`config.mk`:
```
export PLATFORM = sky130hd
export DESIGN_NAME = cmp_branch_unit
export DESIGN_NICKNAME = d
export VERILOG_FILES = /design/src/hdl/cmp_branch_pkg.sv /design/src/hdl/cmp_flags.sv /design/src/hdl/cmp_branch_unit.sv
export SDC_FILE = /design/constraint.sdc
export NUM_CORES = 1
export LEC_CHECK = 0
export ABC_AREA = 1
export BUFFER_PORTS_ARGS = -buffer_cell sky130_fd_sc_hd__buf_2
export CAP_MARGIN = 0
export CORE_MARGIN = 4
export CORE_UTILIZATION = 56
export CTS_CLUSTER_DIAMETER = 120
export CTS_CLUSTER_SIZE = 40
export DETAILED_ROUTE_END_ITERATION = 10
export HOLD_SLACK_MARGIN = 0.12
export PLACE_DENSITY = 0.89
export SYNTH_ARGS = -nofsm -noshare
export SYNTH_HDL_FRONTEND = slang
export SYNTH_SLANG_ARGS = --single-unit
```
`constraint.sdc`:
```
create_clock -name clk_sys -period 3.35 [get_ports clk_sys]
set_input_delay 0.335 -clock clk_sys [delete_from_list [all_inputs] [get_ports clk_sys]]
set_output_delay 0.335 -clock clk_sys [all_outputs]
set_load 0.05 [all_outputs]
```
`src/hdl/cmp_branch_pkg.sv`:
```
// Constants and types shared by the compare, skip and branch unit
package cmp_branch_pkg;

  // Datapath widths
  localparam int PC_W = 16;
  localparam int DATA_W = 8;
  localparam int OFFS_W = 7;
  localparam int SEL_W = 3;

  // Bit positions inside the status flags register
  localparam int FLAG_C = 0;
  localparam int FLAG_Z = 1;
  localparam int FLAG_N = 2;
  localparam int FLAG_V = 3;
  localparam int FLAG_S = 4;
  localparam int FLAG_H = 5;
  localparam int FLAG_T = 6;
  localparam int FLAG_I = 7;

  // Program counter steps, in words
  localparam logic [PC_W-1:0] PC_STEP_ONE = 16'h0001;
  localparam logic [PC_W-1:0] SKIP_ONE_WORD = 16'h0002;
  localparam logic [PC_W-1:0] SKIP_TWO_WORD = 16'h0003;

  // Extra cycles beyond the first one
  localparam logic [1:0] WAIT_NONE = 2'h0;
  localparam logic [1:0] WAIT_ONE = 2'h1;
  localparam logic [1:0] WAIT_TWO = 2'h2;

  // Reset values
  localparam logic [DATA_W-1:0] STATUS_RST = 8'h00;
  localparam logic [PC_W-1:0] PC_RST = 16'h0000;

  typedef enum logic [4:0] {
    compare_op                 = 5'h00,
    compare_with_carry_op      = 5'h01,
    compare_immediate_op       = 5'h02,
    equal_skip_op              = 5'h03,
    reg_bit_clear_skip_op      = 5'h04,
    reg_bit_set_skip_op        = 5'h05,
    io_bit_clear_skip_op       = 5'h06,
    io_bit_set_skip_op         = 5'h07,
    flag_set_branch_op         = 5'h08,
    flag_clear_branch_op       = 5'h09,
    equal_branch_op            = 5'h0A,
    not_equal_branch_op        = 5'h0B,
    carry_set_branch_op        = 5'h0C,
    carry_clear_branch_op      = 5'h0D,
    same_or_higher_branch_op   = 5'h0E,
    lower_branch_op            = 5'h0F,
    minus_branch_op            = 5'h10,
    plus_branch_op             = 5'h11,
    signed_ge_branch_op        = 5'h12,
    signed_lt_branch_op        = 5'h13,
    half_carry_set_branch_op   = 5'h14,
    half_carry_clear_branch_op = 5'h15,
    transfer_set_branch_op     = 5'h16,
    transfer_clear_branch_op   = 5'h17,
    overflow_set_branch_op     = 5'h18,
    overflow_clear_branch_op   = 5'h19
  } op_t;

  typedef enum logic [1:0] {
    CLASS_NONE   = 2'h0,
    CLASS_CMP    = 2'h1,
    CLASS_SKIP   = 2'h2,
    CLASS_BRANCH = 2'h3
  } op_class_t;

  typedef enum logic {
    ST_IDLE = 1'b0,
    ST_WAIT = 1'b1
  } seq_state_t;

endpackage : cmp_branch_pkg

```
`src/hdl/cmp_flags.sv`:
```
// Subtract-and-compare flag generator, no result is stored
`timescale 1ns/10ps
`default_nettype none
module cmp_flags #(
  parameter int W = 8
) (
  input wire logic [W-1:0] lhs,
  input wire logic [W-1:0] rhs,
  input wire logic carry_in,
  output logic half_out,
  output logic carry_out,
  output logic ovf_out,
  output logic neg_out,
  output logic zero_out
);

  localparam int HB = W / 2 - 1;

  logic [W-1:0] diff;

  // Difference only feeds the flags; it never reaches a register file
  assign diff = lhs - rhs - {{(W-1){1'b0}}, carry_in};

  // Borrow out of the low nibble and out of the top bit
  assign half_out = (~lhs[HB] & rhs[HB]) | (rhs[HB] & diff[HB])
                  | (diff[HB] & ~lhs[HB]);
  assign carry_out = (~lhs[W-1] & rhs[W-1]) | (rhs[W-1] & diff[W-1])
                   | (diff[W-1] & ~lhs[W-1]);
  // Signed overflow when operand signs differ and result sign flips
  assign ovf_out = (lhs[W-1] & ~rhs[W-1] & ~diff[W-1])
                 | (~lhs[W-1] & rhs[W-1] & diff[W-1]);
  assign neg_out = diff[W-1];
  assign zero_out = (diff == '0);

endmodule : cmp_flags
`default_nettype wire

```
`src/hdl/cmp_branch_unit.sv`:
```
// Compare, conditional skip and conditional branch execution unit
`timescale 1ns/10ps
`default_nettype none
module cmp_branch_unit
  import cmp_branch_pkg::*;
(
  input wire logic clk_sys,
  input wire logic rst,
  input wire logic op_start,
  input wire op_t op_code,
  input wire logic [DATA_W-1:0] operand_a,
  input wire logic [DATA_W-1:0] operand_b,
  input wire logic [SEL_W-1:0] bit_sel,
  input wire logic [SEL_W-1:0] flag_sel,
  input wire logic [OFFS_W-1:0] branch_offset,
  input wire logic [PC_W-1:0] pc_in,
  input wire logic [DATA_W-1:0] status_in,
  input wire logic next_is_two_word,
  output logic busy,
  output logic op_done,
  output logic pc_load,
  output logic [PC_W-1:0] pc_next,
  output logic status_write,
  output logic [DATA_W-1:0] status_out,
  output logic cond_taken
);

  seq_state_t state_reg, state_next;
  logic [1:0] wait_reg, wait_next;
  logic busy_reg, busy_next;
  logic done_reg, done_next;
  logic pc_load_reg, pc_load_next;
  logic [PC_W-1:0] pc_reg, pc_next_val;
  logic status_write_reg, status_write_next;
  logic [DATA_W-1:0] status_reg, status_next;
  logic taken_reg, taken_next;

  logic accept;
  op_class_t op_class;
  logic cond_true;
  logic with_carry;
  logic [PC_W-1:0] seq_pc, branch_pc, skip_pc;
  logic [DATA_W-1:0] cmp_rhs_carry_flags;
  logic f_half, f_carry, f_ovf, f_neg, f_zero;
  logic reg_bit, sel_flag;

  // A new operation is taken only while the sequencer is idle
  assign accept = op_start && (state_reg == ST_IDLE);
  assign reg_bit = operand_a[bit_sel];
  assign sel_flag = status_in[flag_sel];

  assign seq_pc = pc_in + PC_STEP_ONE;
  assign branch_pc = seq_pc
                   + {{(PC_W-OFFS_W){branch_offset[OFFS_W-1]}}, branch_offset};
  assign skip_pc = next_is_two_word ? pc_in + SKIP_TWO_WORD
                                    : pc_in + SKIP_ONE_WORD;

  cmp_flags #(
    .W(DATA_W)
  ) u_cmp_flags (
    .lhs(operand_a),
    .rhs(operand_b),
    .carry_in(with_carry & status_in[FLAG_C]),
    .half_out(f_half),
    .carry_out(f_carry),
    .ovf_out(f_ovf),
    .neg_out(f_neg),
    .zero_out(f_zero)
  );

  // Flags after a compare; S, T and I pass through untouched
  always_comb begin
    cmp_rhs_carry_flags = status_in;
    cmp_rhs_carry_flags[FLAG_C] = f_carry;
    cmp_rhs_carry_flags[FLAG_Z] = f_zero;
    cmp_rhs_carry_flags[FLAG_N] = f_neg;
    cmp_rhs_carry_flags[FLAG_V] = f_ovf;
    cmp_rhs_carry_flags[FLAG_H] = f_half;
  end

  // Operation decode: class and test condition
  always_comb begin
    // Branch class unless an item below says otherwise
    op_class = CLASS_BRANCH;
    cond_true = 1'b0;
    with_carry = 1'b0;
    case (op_code)
      compare_op, compare_immediate_op: begin
        op_class = CLASS_CMP;
      end
      compare_with_carry_op: begin
        op_class = CLASS_CMP;
        with_carry = 1'b1;
      end
      equal_skip_op: begin
        op_class = CLASS_SKIP;
        cond_true = (operand_a == operand_b);
      end
      reg_bit_clear_skip_op: begin
        op_class = CLASS_SKIP;
        cond_true = ~reg_bit;
      end
      reg_bit_set_skip_op: begin
        op_class = CLASS_SKIP;
        cond_true = reg_bit;
      end
      // I/O bit clear skip; operand_a carries the port value
      io_bit_clear_skip_op: begin
        op_class = CLASS_SKIP;
        cond_true = ~reg_bit;
      end
      io_bit_set_skip_op: begin
        op_class = CLASS_SKIP;
        cond_true = reg_bit;
      end
      flag_set_branch_op: cond_true = sel_flag;
      flag_clear_branch_op: cond_true = ~sel_flag;
      equal_branch_op: cond_true = status_in[FLAG_Z];
      not_equal_branch_op: cond_true = ~status_in[FLAG_Z];
      // carry branches, aliases share one test
      carry_set_branch_op, lower_branch_op: cond_true = status_in[FLAG_C];
      carry_clear_branch_op, same_or_higher_branch_op:
        cond_true = ~status_in[FLAG_C];
      minus_branch_op: cond_true = status_in[FLAG_N];
      plus_branch_op: cond_true = ~status_in[FLAG_N];
      signed_ge_branch_op:
        cond_true = ~(status_in[FLAG_N] ^ status_in[FLAG_V]);
      signed_lt_branch_op:
        cond_true = status_in[FLAG_N] ^ status_in[FLAG_V];
      half_carry_set_branch_op: cond_true = status_in[FLAG_H];
      half_carry_clear_branch_op: cond_true = ~status_in[FLAG_H];
      transfer_set_branch_op: cond_true = status_in[FLAG_T];
      transfer_clear_branch_op: cond_true = ~status_in[FLAG_T];
      overflow_set_branch_op: cond_true = status_in[FLAG_V];
      overflow_clear_branch_op: cond_true = ~status_in[FLAG_V];
      // Unused codes retire as a plain one-cycle step
      default: begin
        op_class = CLASS_NONE;
      end
    endcase
  end

  // Sequencer next state; results stand until the next accepted op
  always_comb begin
    state_next = state_reg;
    wait_next = wait_reg;
    done_next = 1'b0;
    pc_load_next = 1'b0;
    pc_next_val = pc_reg;
    status_write_next = 1'b0;
    status_next = status_reg;
    taken_next = taken_reg;
    unique case (state_reg)
      ST_IDLE: begin
        if (op_start) begin
          pc_next_val = seq_pc;
          wait_next = WAIT_NONE;
          taken_next = 1'b0;
          unique case (op_class)
            CLASS_CMP: begin
              status_write_next = 1'b1;
              status_next = cmp_rhs_carry_flags;
            end
            // one extra cycle per skipped word
            CLASS_SKIP: begin
              taken_next = cond_true;
              if (cond_true) begin
                pc_next_val = skip_pc;
                wait_next = next_is_two_word ? WAIT_TWO : WAIT_ONE;
              end
            end
            // taken branch costs one extra cycle
            CLASS_BRANCH: begin
              taken_next = cond_true;
              if (cond_true) begin
                pc_next_val = branch_pc;
                wait_next = WAIT_ONE;
              end
            end
            CLASS_NONE: begin
              pc_next_val = seq_pc;
            end
          endcase
          if (wait_next == WAIT_NONE) begin
            done_next = 1'b1;
            pc_load_next = 1'b1;
          end else begin
            state_next = ST_WAIT;
          end
        end
      end
      ST_WAIT: begin
        wait_next = wait_reg - WAIT_ONE;
        if (wait_reg == WAIT_ONE) begin
          done_next = 1'b1;
          pc_load_next = 1'b1;
          state_next = ST_IDLE;
        end
      end
    endcase
    busy_next = (state_next == ST_WAIT);
  end

  // Sequencer registers
  always_ff @(posedge clk_sys) begin
    if (rst) begin
      state_reg <= ST_IDLE;
      wait_reg <= WAIT_NONE;
      busy_reg <= 1'b0;
      done_reg <= 1'b0;
      pc_load_reg <= 1'b0;
      pc_reg <= PC_RST;
      status_write_reg <= 1'b0;
      status_reg <= STATUS_RST;
      taken_reg <= 1'b0;
    end else begin
      state_reg <= state_next;
      wait_reg <= wait_next;
      busy_reg <= busy_next;
      done_reg <= done_next;
      pc_load_reg <= pc_load_next;
      pc_reg <= pc_next_val;
      status_write_reg <= status_write_next;
      status_reg <= status_next;
      taken_reg <= taken_next;
    end
  end

  assign busy = busy_reg;
  assign op_done = done_reg;
  assign pc_load = pc_load_reg;
  assign pc_next = pc_reg;
  assign status_write = status_write_reg;
  assign status_out = status_reg;
  assign cond_taken = taken_reg;
endmodule : cmp_branch_unit
`default_nettype wire

```
==> metrics <==
met1 GRT Util=0.3792; global-route met3 utilization=0.04955; num rows=30; clock edge transition at the registers on the reported setup and hold paths=70 ps; Initial Util=0.5848; Worst Setup EP=pc_next[15]; Clk Latency, worst-skew pair=290 ps; Final min period=2888 ps; CP endpoint kind=register; Port Buf Inserts=90; Final Hold Vio Count=0; largest net degree at the start of global routing=22; CTS buffer count=5; CTS tree=done; # Post-CTS Setup Buffers=0; Worst Reg2Reg Path Length in Cells=8; outcome=finished clean; DRC Markers=0; DIE AREA=8635 sq um; # resized after CTS=0; Slew Viols, Final=0; # hold bufs at CTS=0; HPWL after detailed placement=9.687 mm; fill cell count=647; GR Util met2=0.4697; global routing's busiest layer=met2; antenna violations before repair=0; maximum vdd ir drop=304.4 uV; Top FF cell, synth=dfxtp_1; relative slew slack=0.4936; Yosys warning count=0; P_sw=702.3 uW; Core Region=6907 sq um; #FFs+latches synth=30; syn_nets=790; Antenna Cells=0; Cell variety after synth=40; RSZ-0062 raised after global routing=false; Seq/Total Area, Yosys=0.1487; DIE HEIGHT=92.93 um; total wire length=12.38 mm; Net Sw Frac=0.4224; Tightest Pin Transition=758.7 ps; nature of the critical path startpoint=input pin; Sequential Power Share=0.246; CP max FO=5; Crit Path Category=in2reg; gpl congestion=1.011; nets=880; Pwr Density=353.5 nW/um^2; routed vias/inst=5.536; most frequent cells in the layout=178 x nand2_1, 115 x inv_1, 90 x buf_2; Post-synth EDFFs=0; DR WL/cell=14.10 um; Crit path required time=3550 ps; clock network power share=0.286; asr flop ratio synth=0; layout cells sized above 1=0.1573; CTS Root Cell=clkbuf_8; flop2flop setup slack=920 ps; internal power=960.2 uW; mapped cell area=4039 sq um; Die W=92.93 um; via count=4,861; initial DRC count=396; clock sink count=30; fmax=0.3462 GHz; max reg flops=16; 1st-pass router iterations=5; Mapped Cells=691; Ports=91; critical path arrival=3080 ps; clk_skew=3.620 ps; Leakage=0.002684 uW; combinational fraction of design power=0.468; Synth top area share=0.1654; Overflow after GRT=0; syn avg cell area=5.845 sq um; first-pass GRT wire length=20.46 mm; period utilization=0.8621; total global-route track usage=0.2866; Hold WC Path Type=in2reg; Max Root-Sink Buffers=2; vias in the first global route=4,615; Layout area overhead=16.45%; DRT antenna net count=0; Fin Setup TNS=0 ps; RR Endpoint=status_out[1]; FF-to-FF Start=busy; Setup crit start=pc_in[2]; Final Setup Violations=0; synth top area cells=nand2_1 17%, dfxtp_1 15%, inv_1 11%; Synth area leader=nand2_1; H-tree lvl count=2; Total Power=1663 uW; most common cell after layout, fill and taps aside=nand2_1; total of max-cap violations=0
-- area by class of cell --
| type | instances | area [sq um] | area share |
|---|---|---|---|
| Timing Repair Buffer | 95 | 488.0 | 0.1038 |
| Inverter | 119 | 447.9 | 0.09524 |
| Clock buffer | 6 | 82.58 | 0.01756 |
| Sequential cell | 30 | 600.6 | 0.1277 |
| Multi-Input combinational cell | 530 | 2904 | 0.6175 |
| Tap cell | 96 | 120.1 | 0.02554 |
| Clock inverter | 2 | 60.06 | 0.01277 |
-- power by group through the flow --
stage	Sequential [uW]	Combinational [uW]	Clock, uW
after floorplan	524	450	0
after global placement	415	735	0
after detailed placement	417	754	0
after CTS	409	763	474
after global routing	413	856	490
final	409	778	475
-- layer usage --
metal	vias to the layer above	share of wire
li1	2408	-
met1	2119	0.41
met2	282	0.44
met3	52	0.11
met4	0	0.033
met5	-	0
-- metrics by stage --
stage	area (sq um)	hold WS, ps	std cells	util	setup WS [ps]
global placement	4561	453.1	870	0.6603	403.3
global route	4703	337.9	878	0.6810	39.59
finish	4703	315.5	878	0.6810	461.8
floorplan	4039	462.3	691	-	750.6
CTS	4703	319.4	878	0.6810	477.6
detailed placement	4561	460.8	870	0.6603	225.5
-- how the worst min path moves through the flow --
stage                  start             to  slack, ps  cells past startpoint
5_1_grt         status_in[7]  status_out[7]        340                      3
3_3_place_gp   status_out[1]  status_out[1]        450                      2
2_1_floorplan    wait_reg[1]    wait_reg[1]        460                      2
4_1_cts         status_in[7]  status_out[7]        320                      3
6_report        status_in[7]  status_out[7]        320                      3
3_5_place_dp   status_out[1]  status_out[1]        460                      2
-- cells by family after synthesis --
logic type	after synthesis	share of synthesized area
compound gates	98	0.1369
flops	30	0.1487
fa+ha+maj	37	0.1202
buf+inv	131	0.1323
xor+xnor	32	0.06939
simple gates	363	0.3925
-- worst max-delay path, cell delays in order --
cell,delay (ps)
buf_2,140
ha_1,240
nand2_1,110
nor2_1,210
nand2_1,190
inv_1,120
nand2_1,70
xor2_1,180
inv_1,90
ha_1,350
nand2_1,120
nor3_1,220
and2_1,170
nand2_1,50
nand2_1,80
nand3_1,80
nand2_1,70
nand2_1,40
nand3_1,70
nand3_1,80
nand2_1,60
inv_1,30
-- Yosys cell counts (4+ instances only) --
cell / n
dfxtp_1: 30
nand3_2: 5
xnor2_1: 10
nand4_1: 18
or2_2: 6
ha_1: 34
xor2_1: 22
a211oi_1: 4
o21bai_1: 4
nand2_1: 178
inv_1: 115
a21oi_1: 41
o21ai_0: 27
nor2_1: 81
a31oi_1: 5
nor3_1: 14
nand3_1: 51
o211ai_1: 6
Note: power is estimated with default switching activity, not from simulation.
